$ cat config.mk
export PLATFORM = sky130hd
export DESIGN_NAME = tmr_top
export DESIGN_NICKNAME = d
export VERILOG_FILES = /design/src/shared/tmr_pkg.sv /design/src/shared/tmr_tick_if.sv /design/src/rtl/tmr_top.sv /design/src/rtl/tmr_prescale.sv
export SDC_FILE = /design/constraint.sdc
export NUM_CORES = 1
export LEC_CHECK = 0
export BUFFER_PORTS_ARGS = -buffer_cell sky130_fd_sc_hd__buf_2
export CAP_MARGIN = 0
export CELL_PAD_IN_SITES_DETAIL_PLACEMENT = 0
export CELL_PAD_IN_SITES_GLOBAL_PLACEMENT = 1
export CORE_UTILIZATION = 40
export DETAILED_ROUTE_END_ITERATION = 12
export GPL_ROUTABILITY_DRIVEN = 0
export PLACE_DENSITY_LB_ADDON = 0.1
export SLEW_MARGIN = 20
export SYNTH_ARGS = -nofsm -noshare
export SYNTH_HDL_FRONTEND = slang
export SYNTH_HIERARCHICAL = 1
export SYNTH_SLANG_ARGS = --single-unit
export TNS_END_PERCENT = 10
$ cat constraint.sdc
create_clock -name aclk -period 3.5 [get_ports aclk]
set_input_delay 0.175 -clock aclk [delete_from_list [all_inputs] [get_ports aclk]]
set_output_delay 0.175 -clock aclk [all_outputs]
set_load 0.005 [all_outputs]
$ cat src/shared/tmr_pkg.sv
// constants and decoders for the 8-bit timer/counter register block
// assumes a 32-bit axi4-lite slave port and one synchronous clock
// How it works
// - force strobes act only outside pwm modes
// - force strobe applies match to output
// - forced match sets no flag, no clear
// - force strobe bits always read zero
// - reserved bits five and four read zero
// - clock select stops or divides source
// - counter register reads and loads counter
// - counter write masks next tick's matches
// - compare registers compared with counter continuously
// - counter equal compare sets match flag
// - match flag, enable, global raise request
// - overflow sets flag, request when enabled
// - phase correct pwm overflow flag at bottom reversal
// - vector execution clears its flag
// - writing one clears a flag
// - three mode bits pick sequence, top
// - non-pwm output modes toggle, clear, set
package tmr_pkg;
  localparam int ADDR_W = 8;
  localparam logic [7:0] OFF_CTRL_A = 8'h00;
  localparam logic [7:0] OFF_CTRL_B = 8'h04;
  localparam logic [7:0] OFF_COUNT = 8'h08;
  localparam logic [7:0] OFF_CMP_A = 8'h0c;
  localparam logic [7:0] OFF_CMP_B = 8'h10;
  localparam logic [7:0] OFF_MASK = 8'h14;
  localparam logic [7:0] OFF_FLAGS = 8'h18;
  localparam logic [7:0] OFF_GIE = 8'h1c;
  localparam logic [7:0] RESET_BYTE = 8'h00;
  localparam logic [7:0] CTRL_A_RW = 8'hf3;
  localparam logic [7:0] CTRL_B_RW = 8'h0f;
  localparam logic [2:0] IRQ_RW = 3'h7;
  localparam int FORCE_A_BIT = 7;
  localparam int FORCE_B_BIT = 6;
  localparam int WAVE_HI_BIT = 3;
  localparam int OVF_BIT = 0;
  localparam int MATCH_A_BIT = 1;
  localparam int MATCH_B_BIT = 2;
  localparam logic [7:0] BOTTOM = 8'h00;
  localparam logic [7:0] MAX = 8'hff;
  localparam logic [2:0] MODE_PC_FF = 3'h1;
  localparam logic [2:0] MODE_CTC = 3'h2;
  localparam logic [2:0] MODE_FAST_FF = 3'h3;
  localparam logic [2:0] MODE_PC_CMP = 3'h5;
  localparam logic [2:0] MODE_FAST_CMP = 3'h7;
  localparam logic [1:0] OM_OFF = 2'h0;
  localparam logic [1:0] OM_TOGGLE = 2'h1;
  localparam logic [1:0] OM_CLEAR = 2'h2;
  localparam logic [1:0] OM_SET = 2'h3;
  localparam int PRESCALE_W = 10;
  localparam logic [9:0] DIV_1 = 10'h000;
  localparam logic [9:0] DIV_8 = 10'h007;
  localparam logic [9:0] DIV_32 = 10'h01f;
  localparam logic [9:0] DIV_64 = 10'h03f;
  localparam logic [9:0] DIV_128 = 10'h07f;
  localparam logic [9:0] DIV_256 = 10'h0ff;
  localparam logic [9:0] DIV_1024 = 10'h3ff;
  localparam logic [1:0] RESP_OKAY = 2'h0;
  localparam logic [1:0] RESP_SLVERR = 2'h2;

  function automatic logic is_phase(input logic [2:0] mode);
    return (mode == MODE_PC_FF) || (mode == MODE_PC_CMP);
  endfunction

  function automatic logic is_fast(input logic [2:0] mode);
    return (mode == MODE_FAST_FF) || (mode == MODE_FAST_CMP);
  endfunction

  function automatic logic is_pwm(input logic [2:0] mode);
    return is_phase(mode) || is_fast(mode);
  endfunction

  function automatic logic is_mapped(input logic [7:0] addr);
    return (addr[1:0] == 2'h0) && (addr <= OFF_GIE);
  endfunction
endpackage

$ cat src/shared/tmr_tick_if.sv
// clock select and timer tick between register block and prescaler
// assumes both ends share aclk
`timescale 1ns/10ps
interface tmr_tick_if;
  logic [2:0] select;
  logic tick;
  modport ctl (output select, input tick);
  modport pre (input select, output tick);
endinterface

$ cat src/rtl/tmr_top.sv
// 8-bit timer/counter: registers, counter, compare, flags, outputs
// assumes an axi4-lite master on aclk and a processor vector acknowledge
//
// Chosen here: the AXI4-Lite register port and the register offsets.
`timescale 1ns/10ps
module tmr_top (
  input wire logic aclk,
  input wire logic aresetn,
  input wire logic [7:0] awaddr,
  input wire logic awvalid,
  output logic awready,
  input wire logic [31:0] wdata,
  input wire logic [3:0] wstrb,
  input wire logic wvalid,
  output logic wready,
  output logic [1:0] bresp,
  output logic bvalid,
  input wire logic bready,
  input wire logic [7:0] araddr,
  input wire logic arvalid,
  output logic arready,
  output logic [31:0] rdata,
  output logic [1:0] rresp,
  output logic rvalid,
  input wire logic rready,
  input wire logic [2:0] vector_ack,
  output logic [2:0] irq_req,
  output logic irq,
  output logic wave_out_a,
  output logic wave_out_a_en_n,
  output logic wave_out_b,
  output logic wave_out_b_en_n
);
  logic [7:0] ctrl_a_output_wave;
  logic [7:0] ctrl_b_force_clock;
  logic [7:0] count_value;
  logic [7:0] cmp [2];
  logic [2:0] irq_enable_mask;
  logic [2:0] irq_flag_bits;
  logic gie;
  logic aw_hold;
  logic w_hold;
  logic [7:0] aw_addr_q;
  logic [7:0] w_data_q;
  logic w_strb_q;
  logic do_write;
  logic wr_ctrl_b;
  logic wr_count;
  logic wr_flags;
  logic block_q;
  logic up_q;
  logic [2:0] mode;
  logic [7:0] top;
  logic pc;
  logic at_top;
  logic ovf_ev;
  logic [1:0] match_ev;
  logic [1:0] force_hit;
  logic [1:0] om [2];
  logic [1:0] wave;
  logic [2:0] set_ev;
  logic [2:0] clr_ev;

  tmr_tick_if tk ();

  tmr_prescale u_pre (
    .aclk(aclk),
    .aresetn(aresetn),
    .tk(tk)
  );

  ////////////////////////////////////////////////////////////////////////
  // bus slave: write path

  assign awready = !aw_hold && !bvalid;
  assign wready = !w_hold && !bvalid;
  assign do_write = aw_hold && w_hold;

  always_ff @(posedge aclk) begin
    if (!aresetn) begin
      aw_hold <= 1'b0;
      aw_addr_q <= 8'h00;
    end else if (awvalid && awready) begin
      aw_hold <= 1'b1;
      aw_addr_q <= awaddr;
    end else if (do_write) begin
      aw_hold <= 1'b0;
    end
  end

  always_ff @(posedge aclk) begin
    if (!aresetn) begin
      w_hold <= 1'b0;
      w_data_q <= 8'h00;
      w_strb_q <= 1'b0;
    end else if (wvalid && wready) begin
      w_hold <= 1'b1;
      w_data_q <= wdata[7:0];
      w_strb_q <= wstrb[0];
    end else if (do_write) begin
      w_hold <= 1'b0;
    end
  end

  always_ff @(posedge aclk) begin
    if (!aresetn) begin
      bvalid <= 1'b0;
      bresp <= tmr_pkg::RESP_OKAY;
    end else if (do_write) begin
      bvalid <= 1'b1;
      bresp <= tmr_pkg::is_mapped(aw_addr_q) ? tmr_pkg::RESP_OKAY : tmr_pkg::RESP_SLVERR;
    end else if (bready) begin
      bvalid <= 1'b0;
    end
  end

  function automatic logic wr_hit(input logic [7:0] off);
    return do_write && w_strb_q && (aw_addr_q == off);
  endfunction

  assign wr_ctrl_b = wr_hit(tmr_pkg::OFF_CTRL_B);
  assign wr_count = wr_hit(tmr_pkg::OFF_COUNT);
  assign wr_flags = wr_hit(tmr_pkg::OFF_FLAGS);

  ////////////////////////////////////////////////////////////////////////
  // bus slave: read path

  function automatic logic [7:0] read_mux(input logic [7:0] addr);
    logic [7:0] v;
    v = 8'h00;
    case (addr)
      tmr_pkg::OFF_CTRL_A: v = ctrl_a_output_wave;
      tmr_pkg::OFF_CTRL_B: v = ctrl_b_force_clock & tmr_pkg::CTRL_B_RW;
      tmr_pkg::OFF_COUNT: v = count_value;
      tmr_pkg::OFF_CMP_A: v = cmp[0];
      tmr_pkg::OFF_CMP_B: v = cmp[1];
      tmr_pkg::OFF_MASK: v = {5'h00, irq_enable_mask};
      tmr_pkg::OFF_FLAGS: v = {5'h00, irq_flag_bits};
      tmr_pkg::OFF_GIE: v = {7'h00, gie};
      default: v = 8'h00;
    endcase
    return v;
  endfunction

  assign arready = !rvalid;

  always_ff @(posedge aclk) begin
    if (!aresetn) begin
      rvalid <= 1'b0;
      rdata <= 32'h0000_0000;
      rresp <= tmr_pkg::RESP_OKAY;
    end else if (arvalid && arready) begin
      rvalid <= 1'b1;
      rdata <= {24'h00_0000, read_mux(araddr)};
      rresp <= tmr_pkg::is_mapped(araddr) ? tmr_pkg::RESP_OKAY : tmr_pkg::RESP_SLVERR;
    end else if (rready) begin
      rvalid <= 1'b0;
    end
  end

  ////////////////////////////////////////////////////////////////////////
  // configuration registers

  always_ff @(posedge aclk) begin
    if (!aresetn) begin
      ctrl_a_output_wave <= tmr_pkg::RESET_BYTE;
      ctrl_b_force_clock <= tmr_pkg::RESET_BYTE;
      cmp[0] <= tmr_pkg::RESET_BYTE;
      cmp[1] <= tmr_pkg::RESET_BYTE;
      irq_enable_mask <= 3'h0;
      gie <= 1'b0;
    end else begin
      if (wr_hit(tmr_pkg::OFF_CTRL_A)) begin
        ctrl_a_output_wave <= w_data_q & tmr_pkg::CTRL_A_RW;
      end
      if (wr_ctrl_b) begin
        ctrl_b_force_clock <= w_data_q & tmr_pkg::CTRL_B_RW;
      end
      if (wr_hit(tmr_pkg::OFF_CMP_A)) begin
        cmp[0] <= w_data_q;
      end
      if (wr_hit(tmr_pkg::OFF_CMP_B)) begin
        cmp[1] <= w_data_q;
      end
      if (wr_hit(tmr_pkg::OFF_MASK)) begin
        irq_enable_mask <= w_data_q[2:0] & tmr_pkg::IRQ_RW;
      end
      if (wr_hit(tmr_pkg::OFF_GIE)) begin
        gie <= w_data_q[0];
      end
    end
  end

  assign tk.select = ctrl_b_force_clock[2:0];
  assign om[0] = ctrl_a_output_wave[7:6];
  assign om[1] = ctrl_a_output_wave[5:4];

  ////////////////////////////////////////////////////////////////////////
  // counter

  assign mode = {ctrl_b_force_clock[tmr_pkg::WAVE_HI_BIT], ctrl_a_output_wave[1:0]};
  assign pc = tmr_pkg::is_phase(mode);
  always_comb begin
    top = tmr_pkg::MAX;
    if (mode == tmr_pkg::MODE_CTC || mode == tmr_pkg::MODE_PC_CMP || mode == tmr_pkg::MODE_FAST_CMP) begin
      top = cmp[0];
    end
  end
  assign at_top = tk.tick && (count_value == top);

  always_ff @(posedge aclk) begin
    if (!aresetn) begin
      count_value <= tmr_pkg::RESET_BYTE;
    end else if (wr_count) begin
      count_value <= w_data_q;
    end else if (tk.tick) begin
      if (pc && up_q && count_value == top) begin
        count_value <= count_value - 8'h01;
      end else if (pc && !up_q && count_value != tmr_pkg::BOTTOM) begin
        count_value <= count_value - 8'h01;
      end else if (!pc && count_value == top) begin
        count_value <= tmr_pkg::BOTTOM;
      end else begin
        count_value <= count_value + 8'h01;
      end
    end
  end

  always_ff @(posedge aclk) begin
    if (!aresetn) begin
      up_q <= 1'b1;
    end else if (!pc) begin
      up_q <= 1'b1;
    end else if (tk.tick && !wr_count) begin
      if (up_q && count_value == top) begin
        up_q <= 1'b0;
      end else if (!up_q && count_value == tmr_pkg::BOTTOM) begin
        up_q <= 1'b1;
      end
    end
  end

  always_ff @(posedge aclk) begin
    if (!aresetn) begin
      block_q <= 1'b0;
    end else if (wr_count) begin
      block_q <= 1'b1;
    end else if (tk.tick) begin
      block_q <= 1'b0;
    end
  end

  always_comb begin
    ovf_ev = 1'b0;
    if (tk.tick && !wr_count) begin
      if (pc) begin
        ovf_ev = !up_q && (count_value == tmr_pkg::BOTTOM);
      end else if (mode == tmr_pkg::MODE_FAST_CMP) begin
        ovf_ev = count_value == top;
      end else begin
        ovf_ev = count_value == tmr_pkg::MAX;
      end
    end
  end

  ////////////////////////////////////////////////////////////////////////
  // compare channels and waveform outputs

  function automatic logic wave_next(input logic [2:0] md, input logic [1:0] om_i, input logic cur,
                                     input logic hit, input logic forced, input logic top_hit,
                                     input logic up, input logic tog_ok);
    logic r;
    r = cur;
    if (!tmr_pkg::is_pwm(md)) begin
      if (hit || forced) begin
        case (om_i)
          tmr_pkg::OM_TOGGLE: r = !cur;
          tmr_pkg::OM_CLEAR: r = 1'b0;
          tmr_pkg::OM_SET: r = 1'b1;
          default: r = cur;
        endcase
      end
    end else if (om_i == tmr_pkg::OM_TOGGLE) begin
      if (tog_ok && md[2] && hit) begin
        r = !cur;
      end
    end else if (om_i[1]) begin
      if (tmr_pkg::is_fast(md) && top_hit) begin
        r = !om_i[0];
      end else if (tmr_pkg::is_fast(md) && hit) begin
        r = om_i[0];
      end else if (hit) begin
        r = up ? om_i[0] : !om_i[0];
      end
    end
    return r;
  endfunction

  for (genvar ch = 0; ch < 2; ch++) begin : g_chan
    assign match_ev[ch] = tk.tick && !block_q && !wr_count && (count_value == cmp[ch]);
    assign force_hit[ch] = wr_ctrl_b && w_data_q[tmr_pkg::FORCE_A_BIT - ch] && !tmr_pkg::is_pwm(mode);
    always_ff @(posedge aclk) begin
      if (!aresetn) begin
        wave[ch] <= 1'b0;
      end else begin
        wave[ch] <= wave_next(mode, om[ch], wave[ch], match_ev[ch], force_hit[ch], at_top, up_q, ch == 0);
      end
    end
  end

  assign wave_out_a = wave[0];
  assign wave_out_b = wave[1];
  // enables low while the pin is driven
  assign wave_out_a_en_n = om[0] == tmr_pkg::OM_OFF;
  assign wave_out_b_en_n = om[1] == tmr_pkg::OM_OFF;

  ////////////////////////////////////////////////////////////////////////
  // interrupt flags and requests

  assign set_ev = {match_ev[1], match_ev[0], ovf_ev};
  assign clr_ev = vector_ack | (wr_flags ? w_data_q[2:0] : 3'h0);

  always_ff @(posedge aclk) begin
    if (!aresetn) begin
      irq_flag_bits <= 3'h0;
    end else begin
      irq_flag_bits <= (irq_flag_bits & ~clr_ev) | set_ev;
    end
  end

  assign irq_req = irq_flag_bits & irq_enable_mask & {3{gie}};
  assign irq = |irq_req;
endmodule

$ cat src/rtl/tmr_prescale.sv
// prescaler: divides the source clock into a one-cycle timer tick
// assumes the source clock is aclk itself
`timescale 1ns/10ps
module tmr_prescale (
  input wire logic aclk,
  input wire logic aresetn,
  tmr_tick_if.pre tk
);
  logic [tmr_pkg::PRESCALE_W-1:0] cnt;

  function automatic logic [9:0] div_mask(input logic [2:0] sel);
    logic [9:0] m;
    m = tmr_pkg::DIV_1;
    case (sel)
      3'h2: m = tmr_pkg::DIV_8;
      3'h3: m = tmr_pkg::DIV_32;
      3'h4: m = tmr_pkg::DIV_64;
      3'h5: m = tmr_pkg::DIV_128;
      3'h6: m = tmr_pkg::DIV_256;
      3'h7: m = tmr_pkg::DIV_1024;
      default: m = tmr_pkg::DIV_1;
    endcase
    return m;
  endfunction

  always_ff @(posedge aclk) begin
    if (!aresetn) begin
      cnt <= '0;
    end else begin
      cnt <= cnt + 10'h001;
    end
  end

  assign tk.tick = (tk.select != 3'h0) && ((cnt & div_mask(tk.select)) == div_mask(tk.select));
endmodule

---- Yosys cells after proc, flatten, opt, wreduce, memory -nomap -nowiden ----
Memories as Yosys holds them, arrays and structs flattened.
Cells that the tools add are included.
storage, ports and cells
  bits in registers ....................... 72
  RAM bits ................................ 16
  input port bits ......................... 62
  output and inout bits ................... 49
  logic and storage cells ................. 214
  memories ................................ 1
cells by class
  $add $sub $neg .......................... 3
  order comparisons ....................... 2
  equal/unequal tests ..................... 42
  mux-type cells .......................... 53
  bitwise operators ....................... 9
  reduce and logical (&&, ||, !) cells .... 83
memory list
  memory  depth  bits a word  rd ports  clocked after Yosys merged registers in  wr ports  RTL line       source
  cmp     2      8            2         0                                        2         tmr_top.sv:37  logic [7:0] cmp [2];
operator list
  cell                     count
  $eq A8 B5 Y1 const B     8
  $mux W8                  8
  $pmux W8 S8              1
  $pmux W10 S6             1
  $logic_and A1 B1 Y1      39
  $mux W1                  38
  $eq A8 B4 Y1 const B     4
  $eq A8 B8 Y1             3
  $logic_not A8 Y1         3
  $eq A3 B3 Y1 const B     6
  $eq A8 B3 Y1 const B     2
  $le A8 B5 Y1 const B     2
  $reduce_bool A2 Y1       8
  $logic_not A1 Y1         13
  $eq A3 B2 Y1 const B     4
  $add A10 B1 Y10 const B  1
  $and A10 B10 Y10         1
  $eq A10 B10 Y1           1
  $reduce_and A5 Y1        2
  $and A3 B3 Y3            3
  $add A8 B1 Y8 const B    1
  $eq A2 B2 Y1 const B     4
  $eq A8 B8 Y1 const B     1
  $logic_not A2 Y1         4
  other kinds (19)         34

---- Longest topological paths before layout ----
Gate-level depths: netlist of run 1.
  depth after elaboration ................. 14
  mapped depth ............................ 10
  depth with buffers taken out ............ 9

---- Modules after synthesis ----
Netlist of run 1, hierarchy kept.
by module, submodules not included
  module        instances  cells an instance  area an instance (um2)  sequential area each (um2)
  tmr_top       1          518                4,430.5                 1,681.6
  tmr_prescale  1          52                 483.0                   200.2

---- Worst setup path before layout of run 1 ----
No wires, ideal clock.
  path kind ............................... register -> register
  from .................................... reg u_pre/cnt[2] in the netlist's numbering
  to ...................................... reg wave[1], in the netlist wave_out_b
  setup time .............................. 0.120 ns
  data arrival time ....................... 2.320 ns
  data required time ...................... 3.380 ns
  setup slack ............................. 1.060 ns
  cell stages (with the launch flop) ...... 10
  path buffers ............................ 1
  period minus slack after synthesis ...... 2.440 ns
  path through ............................ dfxtp_1 -> nand3_4 -> a21o_2 -> a221oi_1 -> clkbuf_1 -> nand3_1 -> a211oi_2 -> a311oi_1 -> a2111o_1 -> o31a_1
on the way
  cells in the longest elaborated chain, start to end .. 12
  elaborated cells on any way between the ends .. 18
  those cells by class .................... 2 x eq/ne; 5 x mux; 1 x bitwise; 10 x reduce/logical
RTL lines
  element                           RTL line            source
  from (decl)                       tmr_prescale.sv:9   logic [tmr_pkg::PRESCALE_W-1:0] cnt;
  from (signal assigned)            tmr_prescale.sv:30  cnt <= cnt + 10'h001;
  $and A10 B10 Y10 (*)              tmr_prescale.sv:34  assign tk.tick = (tk.select != 3'h0) && ((cnt & div_mask(tk.select)) == div_mask(tk.select));
  $eq A10 B10 Y1 (*)                tmr_prescale.sv:34
  $logic_and A1 B1 Y1 (*)           tmr_prescale.sv:34
  net tk.tick                       tmr_tick_if.sv:6    logic tick;
  $logic_and A1 B1 Y1 (3 in a row)  tmr_top.sv:300      assign match_ev[ch] = tk.tick && !block_q && !wr_count && (count_value == cmp[ch]);
  $logic_and A1 B1 Y1               tmr_top.sv:290      end else if (tmr_pkg::is_fast(md) && hit) begin
  $mux W1                           tmr_top.sv:290
  $mux W1                           tmr_top.sv:288      if (tmr_pkg::is_fast(md) && top_hit) begin
  $mux W1                           tmr_top.sv:287      end else if (om_i[1]) begin
  $mux W1                           tmr_top.sv:283      end else if (om_i == tmr_pkg::OM_TOGGLE) begin
  $mux W1                           tmr_top.sv:274      if (!tmr_pkg::is_pwm(md)) begin
  to (signal, indexed assignment)   tmr_top.sv:306      wave[ch] <= wave_next(mode, om[ch], wave[ch], match_ev[ch], force_hit[ch], at_top, up_q, ch == 0);
  to (decl)                         tmr_top.sv:60       logic [1:0] wave;
Mark *: on every way through the listed nets, which the timed path passes. The rest lies on a longest branch. The select of a mux whose other input is x is not followed.
A chain may end at the register's enable or synchronous reset.

---- Final worst setup path of run 1 ----
  from .................................... reg count_value[0]
  to ...................................... reg count_value[6]
on the way
  cells in the longest elaborated chain, start to end .. 7
  elaborated cells on any way between the ends .. 12
  those cells by class .................... 2 x add/sub; 1 x eq/ne; 5 x mux; 4 x reduce/logical
RTL lines
  element                                                RTL line        source
  from (decl)                                            tmr_top.sv:36   logic [7:0] count_value;
  from (signal assigned)                                 tmr_top.sv:213  count_value <= tmr_pkg::RESET_BYTE;
  from (signal assigned)                                 tmr_top.sv:215  count_value <= w_data_q;
  from (signal assigned)                                 tmr_top.sv:218  count_value <= count_value - 8'h01;
  branches (longest 4 deep; another with $add A8 B1 Y8)  n/a
  $mux W8 (*)                                            tmr_top.sv:217  if (pc && up_q && count_value == top) begin
  $mux W8 (*)                                            tmr_top.sv:216  end else if (tk.tick) begin
  $mux W8 (*)                                            tmr_top.sv:214  end else if (wr_count) begin
Every way passes the cells marked *. The select of a mux whose other input is x is not followed.

==> impl_summary.log, run 1 <==
[metrics] number of warning messages in the yosys log: 6
[metrics] number of buffers inserted by port buffering: 57
[metrics] # placed instances: 753
[metrics] leakage power summed over all cells: 1.98 nW
[metrics] filler cell count in the final layout: 1,205
[metrics] minimum clock period: 2.82 ns
[metrics] multiplexer share of the synthesized area: 0.0326
[metrics] WP data required: 3.73 ns
[metrics] fraction of synthesized cell area taken by the top area cell type: 0.285
[metrics] startpoint of the lowest-slack register-to-register path: count_value[0]$_SDFFE_PN0P_
[metrics] Post-Synth XOR/XNOR Area: 0.0196
[metrics] post-synthesis share of cell area spent on and, or, nand and nor gates: 0.260
[metrics] minimum setup slack among reg-to-reg paths: 0.68 ns
[metrics] Iteration-0 DRC Markers: 292
[metrics] overflow left after global routing: 0
[metrics] layout cells sized above 1: 0.154
[metrics] H-Tree Depth: 3
[metrics] fraction of registers with async set/reset: 0
[metrics] hold-fix buffer count after cts: 0
[metrics] RSZ-0062 raised after global routing: false
[metrics] vertical die dimension: 113 µm
[metrics] setup slack at placement: 0.699 ns
[metrics] library cell used as clock root buffer: sky130_fd_sc_hd__clkbuf_16
[metrics] vias in the first global route: 3,776
[metrics] DR pass1 iterations: 5
[metrics] final setup margin: 0.678 ns
[metrics] Layout Cell Area excl Fill: 5480 µm²
[metrics] Compound-Gate Fraction of Synth Area: 0.212
[metrics] pins over their slew limit: 0
[metrics] library cell with the highest instance count after synthesis: sky130_fd_sc_hd__dfxtp_1
[metrics] adder-cell share of the synthesized area: 0.0102
[metrics] post-detailed-route DRC marker count: 0
[metrics] Final ANT Viol Nets: 0
[metrics] total number of vias: 4,260
[metrics] power density cells: 395 nW/µm²
[metrics] TritonCTS clock tree: yes
[metrics] initial antenna violation count: 0
[metrics] clock latency on the worst-skew pair: 0.35 ns
[metrics] largest family of logic cells by synthesized area: simple AND/OR/NAND/NOR gates
[metrics] Final nets: 683
[metrics] syn avg cell area: 8.62 µm²
[metrics] routed len/inst: 16.9 µm
[metrics] number of standard cells in the final layout excluding fillers: 769
[metrics] clock-pin slew on the worst setup and hold paths: 0.06 ns
[metrics] r2r worst-path depth: 8
[metrics] capturing element type of the critical path: flip-flop
[metrics] start-to-end type of the worst setup path: flip-flop to flip-flop
[metrics] final clock skew: 0.00511 ns
[metrics] arrival time of data at the critical path endpoint: 3.06 ns
[metrics] clock tree buffer depth: 2
[metrics] hold_sp: wdata[0]
[metrics] hold violation total from the final report: 0
[metrics] Area contributors post-synth: sky130_fd_sc_hd__dfxtp_1 (29%), sky130_fd_sc_hd__edfxtp_1 (9.8%), sky130_fd_sc_hd__nand2_1 (5.0%)
[metrics] largest net degree at the start of global routing: 49
[metrics] slew margin rel.: 0.526
[metrics] Synth top cells by count: sky130_fd_sc_hd__dfxtp_1 (70), sky130_fd_sc_hd__nand2_1 (65), sky130_fd_sc_hd__nor2_1 (34)
[metrics] library cell with the largest summed area after synthesis: sky130_fd_sc_hd__dfxtp_1
[metrics] setup total negative slack: 0 ns
[metrics] die footprint: 12,700 µm²
[metrics] # IOs: 111
[metrics] Sinks on Clock Net: 86
[metrics] Endpoint, Worst Hold: w_data_q[0]$_SDFFE_PN0P_
[metrics] pin slew with the least headroom to its limit: 0.711 ns
[metrics] number of gates given a new drive strength after cts: 0
[metrics] final setup violation count: 0
[metrics] post-detailed-placement half-perimeter wirelength: 9620 µm
[metrics] FF+latch count, synth: 86
[metrics] netlist area before placement: 4910 µm²
[metrics] run status: finished, final reports clean
[metrics] standard cell core area: 12,000 µm²
[metrics] die width: 113 µm
[metrics] worst voltage drop across the vdd grid: 0.252 mV
[metrics] Total Routed Length: 13,000 µm
[metrics] Pwr Total: 2.16 mW
[metrics] classification of the worst-slack hold path: primary input to flip-flop
[metrics] number of antenna repair diodes: 0
[metrics] top achievable clock speed: 354 MHz
[metrics] share of the cycle needed by the critical path after routing: 0.806
[metrics] FF+latch area: 1880 µm²
[metrics] number of buffers created by CTS: 9
[metrics] Cell variety after synth: 70
[metrics] combined area of the multi-input logic cells: 2730 µm²
[metrics] overall fraction of global-route tracks in use: 0.209
[metrics] most frequently used flop master after synthesis: sky130_fd_sc_hd__dfxtp_1
[metrics] standard-cell rows: 40
[metrics] maximum fanout along the worst path: 12
[metrics] reg-to-reg critical path endpoint: count_value[6]$_SDFFE_PN0P_
[metrics] post-CTS setup buffer count: 0
[metrics] wire length of the first global-routing pass: 20,300 µm
[metrics] worst hold path depth: 3
[metrics] proportion of synthesized chip area in sequential cells: 0.383
[metrics] cell count after synthesis: 570
[metrics] area grow syn2layout: 11.6%
[metrics] startpoint type of the worst setup path: flip-flop
[metrics] number of enable-type register cells in the synthesized netlist: 16
[metrics] ratio of routed vias to standard cells: 5.54
[metrics] placed standard-cell area: 5190 µm²
[metrics] maxcap violations: 0
[metrics] initial standard-cell utilization of the core: 0.409
[power by group]
part,switching (mW),total (mW),internal (mW)
registers,0.0373,1.07,1.04
logic,0.0750,0.134,0.0586
clock network,0.405,0.957,0.552
[routing by layer]
layer / wire length [µm] / vias to the layer above / part of all wire / track usage
met2: 5790 / 122 / 0.45 / 0.319
met1: 6330 / 2009 / 0.49 / 0.290
met5: 0 / - / 0 / 0
met4: 262 / 0 / 0.020 / 0.0827
met3: 588 / 18 / 0.045 / 0.0412
li1: - / 2111 / - / -
[layout make-up]
class / count / area share
inverters: 18 / 0.0128
repair buffers: 63 / 0.0602
flip-flops and latches: 86 / 0.343
well taps: 147 / 0.0335
clock inverters: 6 / 0.0112
multi-input cells: 439 / 0.497
clock buffers: 10 / 0.0418
[sequential cells by signal, indices dropped and copies added (netlist names)]
| signal | count |
|---|---|
| ctrl_a_output_wave | 6 |
| wave_out_a | 1 |
| w_hold | 1 |
| bresp | 1 |
| gie | 1 |
| ctrl_b_force_clock | 4 |
| aw_hold | 1 |
| irq_flag_bits | 3 |
| rvalid | 1 |
| irq_enable_mask | 3 |
| w_strb_q | 1 |
| count_value | 8 |
| block_q | 1 |
| rdata | 8 |
| up_q | 1 |
| u_pre/cnt | 10 |
| cmp | 16 |
| aw_addr_q | 8 |
| w_data_q | 8 |
| rresp | 1 |
| bvalid | 1 |
| wave_out_b | 1 |
[worst max-delay path, stage by stage, from the launching register on]
cell                       delay, ns
sky130_fd_sc_hd__dfxtp_1        0.56
sky130_fd_sc_hd__inv_4          0.11
sky130_fd_sc_hd__a22o_1         0.27
sky130_fd_sc_hd__or4b_4         0.56
sky130_fd_sc_hd__a21o_1         0.24
sky130_fd_sc_hd__a21oi_2        0.47
sky130_fd_sc_hd__o21ai_0        0.17
sky130_fd_sc_hd__a211oi_1       0.25
sky130_fd_sc_hd__a21oi_1        0.09
[per-stage QoR]
stage / utilization / hold slack, ns
finish: 0.456 / 0.0759
global route: 0.456 / 0.0795
CTS: 0.456 / 0.0675
detailed placement: 0.432 / 0.436
global placement: 0.432 / 0.424
floorplan: - / 0.297
[kinds of logic (layout without fill, tap and decap cells)]
kind of cell,Yosys count,count (layout)
XOR/XNOR,11,11
multiplexers,16,16
other,1,26
flip-flops,86,86
AND/OR/NAND/NOR,230,230
buffers and inverters,70,97
adder cells (fa/ha/maj),4,4
AO/OA/AOI/OAI,152,152
[layout by cell type, fill, tap and decap left out, types with 5 or more instances in the layout]
master                      instances
sky130_fd_sc_hd__dfxtp_1           70
sky130_fd_sc_hd__nand2_1           65
sky130_fd_sc_hd__buf_2             57
sky130_fd_sc_hd__nor2_1            34
sky130_fd_sc_hd__a21oi_1           33
sky130_fd_sc_hd__conb_1            26
sky130_fd_sc_hd__nor2b_1           24
sky130_fd_sc_hd__a21boi_0          21
sky130_fd_sc_hd__nand3_1           18
sky130_fd_sc_hd__nand2b_1          17
sky130_fd_sc_hd__a22oi_1           17
sky130_fd_sc_hd__mux2i_1           16
sky130_fd_sc_hd__edfxtp_1          16
sky130_fd_sc_hd__inv_1             15
sky130_fd_sc_hd__and2_1            13
sky130_fd_sc_hd__o21ai_0           12
sky130_fd_sc_hd__nor3_1            11
sky130_fd_sc_hd__xnor2_1            9
sky130_fd_sc_hd__clkbuf_16          9
sky130_fd_sc_hd__nand4_1            8
sky130_fd_sc_hd__o21ai_1            7
sky130_fd_sc_hd__a31oi_1            7
sky130_fd_sc_hd__o31ai_1            7
sky130_fd_sc_hd__buf_4              6
sky130_fd_sc_hd__o22ai_1            5
[worst max path at each step]
stage | startpoint | cells after the start | endpoint
2_1_floorplan | u_pre/cnt[2]$_SDFF_PN0_ | 9 | wave_out_b$_SDFFE_PN0P_
3_3_place_gp | count_value[0]$_SDFFE_PN0P_ | 8 | count_value[6]$_SDFFE_PN0P_
3_5_place_dp | count_value[0]$_SDFFE_PN0P_ | 8 | count_value[6]$_SDFFE_PN0P_
4_1_cts | count_value[0]$_SDFFE_PN0P_ | 8 | count_value[6]$_SDFFE_PN0P_
5_1_grt | count_value[0]$_SDFFE_PN0P_ | 8 | count_value[4]$_SDFFE_PN0P_
6_report | count_value[0]$_SDFFE_PN0P_ | 8 | count_value[6]$_SDFFE_PN0P_
Power figures use the tool's default switching activity.
==> run 2: changes to the inputs <==
- CORE_UTILIZATION: 40 -> 37
- clock period: 3.5 -> 2.58 ns (I/O delays scaled with it)
==> run 2 against run 1 <==
Against the previous run: utilization barely moved; register-to-register slack worse by 0.56 ns; setup slack got worse by 0.56 ns; sequential share of layout area down 2.0 points; critical endpoint is now count_value[2]$_SDFFE_PN0P_.
==> impl_summary.log, run 2 (same netlist as run 1, synthesis figures left out) <==
[metrics] run status: finished, final reports clean
[metrics] library cell used as clock root buffer: sky130_fd_sc_hd__clkbuf_16
[metrics] DR pass1 iterations: 4
[metrics] maximum fanout along the worst path: 14
[metrics] Final ANT Viol Nets: 0
[metrics] Internal Pwr Total: 2.33 mW
[metrics] die footprint: 13,700 µm²
[metrics] cell-by-cell listing of the critical path: nand2b_1, o2111ai_1, or4b_4, a21o_1, a21o_4, o22ai_1, a21oi_1, o31ai_1
[metrics] sequential fraction of design power: 0.478
[metrics] Total Routed Length: 13,600 µm
[metrics] Sinks on Clock Net: 86
[metrics] clock latency on the worst-skew pair: 0.34 ns
[metrics] capturing element type of the critical path: flip-flop
[metrics] register with the most flip-flops: cmp
[metrics] RSZ-0062 raised after global routing: false
[metrics] minimum clock period: 2.46 ns
[metrics] registers with the most flip-flops: cmp (16), u_pre/cnt (10)
[metrics] vias in the first global route: 4,155
[metrics] most common cell after layout, fill and taps aside: sky130_fd_sc_hd__dfxtp_1
[metrics] commonest cells after routing, fill and taps aside: sky130_fd_sc_hd__dfxtp_1 (66), sky130_fd_sc_hd__nand2_1 (65), sky130_fd_sc_hd__buf_2 (57), sky130_fd_sc_hd__buf_4 (40), sky130_fd_sc_hd__nor2_1 (34)
[metrics] post-detailed-placement half-perimeter wirelength: 10,200 µm
[metrics] worst voltage drop across the vdd grid: 0.500 mV
[metrics] clock-pin slew on the worst setup and hold paths: 0.06 ns
[metrics] slew margin rel.: 0.548
[metrics] layout cells sized above 1: 0.209
[metrics] post-CTS setup buffer count: 0
[metrics] hold violation total from the final report: 0
[metrics] power density cells: 520 nW/µm²
[metrics] Critical Path Slowest Stage Cell: sky130_fd_sc_hd__or4b_4
[metrics] total number of vias: 4,412
[metrics] setup total negative slack: 0 ns
[metrics] share of the cycle needed by the critical path after routing: 0.954
[metrics] final setup violation count: 0
[metrics] area grow syn2layout: 18.6%
[metrics] wire length of the first global-routing pass: 21,400 µm
[metrics] r2r worst-path depth: 8
[metrics] top achievable clock speed: 406 MHz
[metrics] post-detailed-route DRC marker count: 0
[metrics] Met2 Routed Length: 6100 µm
[metrics] largest net degree at the start of global routing: 26
[metrics] clock network power share: 0.457
[metrics] # IOs: 111
[metrics] maxcap violations: 0
[metrics] WP data required: 2.83 ns
[metrics] pin slew with the least headroom to its limit: 0.672 ns
[metrics] classification of the worst-slack hold path: primary input to flip-flop
[metrics] net switching power figure: 699 µW
[metrics] standard cell core area: 12,800 µm²
[metrics] worst hold path depth: 3
[metrics] TritonCTS clock tree: yes
[metrics] die width: 117 µm
[metrics] H-Tree Depth: 3
[metrics] clock tree buffer depth: 2
[metrics] top routing layer in use: met4
[metrics] hold-fix buffer count after cts: 0
[metrics] final clock skew: 0.00841 ns
[metrics] overflow left after global routing: 0
[metrics] start-to-end type of the worst setup path: flip-flop to flip-flop
[metrics] leakage power summed over all cells: 2.17 nW
[metrics] pins over their slew limit: 0
[metrics] vertical die dimension: 117 µm
[metrics] max FFs per register: 16
[metrics] number of gates given a new drive strength after cts: 0
[metrics] ratio of routed vias to standard cells: 5.33
[metrics] routed len/inst: 16.4 µm
[metrics] number of buffers created by CTS: 9
[metrics] switching share of total power: 0.231
[metrics] longest individual stage delay on the worst path: 0.57 ns
[metrics] standard-cell rows: 41
[metrics] initial antenna violation count: 0
[metrics] Final nets: 717
[metrics] startpoint type of the worst setup path: flip-flop
[metrics] number of buffers inserted by port buffering: 57
[metrics] initial standard-cell utilization of the core: 0.385
[metrics] arrival time of data at the critical path endpoint: 2.71 ns
[metrics] worst hold slack: 0.0327 ns
[metrics] overall fraction of global-route tracks in use: 0.208
[metrics] Iteration-0 DRC Markers: 180
[metrics] M1 WL: 6610 µm
[metrics] part of the power in combinational logic: 0.065
[metrics] number of antenna repair diodes: 0
[metrics] Met3 Wirelength: 712 µm
==> run 2: changes by cell type in the layout (fill, tap and decap cells not counted), moves of 2 or more <==
cell | before | now
sky130_fd_sc_hd__buf_4 | 6 | 40
sky130_fd_sc_hd__clkbuf_1 | 1 | 3
sky130_fd_sc_hd__clkinv_2 | 3 | 0
sky130_fd_sc_hd__dfxtp_1 | 70 | 66
sky130_fd_sc_hd__dfxtp_2 | 0 | 4
==> run 2: layout make-up <==
| cell class | instances | area (µm²) |
|---|---|---|
| Timing Repair Buffer | 97 | 586 |
| Fill cell | 1287 | 6940 |
| Sequential cell | 86 | 1890 |
| Tap cell | 172 | 215 |
| Clock inverter | 2 | 38.8 |
| Clock buffer | 14 | 275 |
| Multi-Input combinational cell | 439 | 2760 |
| Inverter | 18 | 70.1 |
==> run 2: per-stage QoR <==
stage / std cells / total power [mW] / worst slack, ns / utilization / instance area, µm²
2_1_floorplan: 595 / 1.62 / 0.140 / - / 5010
3_3_place_gp: 812 / 1.67 / 0.0690 / 0.429 / 5480
3_5_place_dp: 812 / 1.68 / 0.0550 / 0.429 / 5480
4_1_cts: 828 / 3.05 / 0.0582 / 0.454 / 5790
5_1_grt: 828 / 3.14 / 0.00848 / 0.456 / 5830
6_report: 828 / 3.03 / 0.118 / 0.456 / 5830
==> run 2: power by group through the flow <==
stage	clock (mW)	sequential (mW)	combinational [mW]
CTS	1.40	1.45	0.199
global placement	0	1.48	0.195
detailed placement	0	1.48	0.198
floorplan	0	1.46	0.156
finish	1.38	1.45	0.198
global route	1.46	1.45	0.229
==> run 2: worst max-delay path, delay by kind of cell (launching register included) <==
family          cells  cell delay, ns
compound gates      6            1.25
flops               1            0.40
simple gates        2            0.71
==> run 2: metal layers <==
layer / up-vias / track usage
met2: 135 / 0.327
met5: - / 0
met4: 0 / 0.0667
met3: 14 / 0.0484
li1: 2175 / -
met1: 2088 / 0.281
==> run 2: worst paths after layout <==
kind | from | end | slack [ns]
max | count_value[1]$_SDFFE_PN0P_ | count_value[2]$_SDFFE_PN0P_ | 0.12
min | awaddr[2] | aw_addr_q[2]$_SDFFE_PN0P_ | 0.03
max reg2reg | count_value[1]$_SDFFE_PN0P_ | count_value[2]$_SDFFE_PN0P_ | 0.12
min reg2reg | u_pre/cnt[0]$_SDFF_PN0_ | u_pre/cnt[0]$_SDFF_PN0_ | 0.45
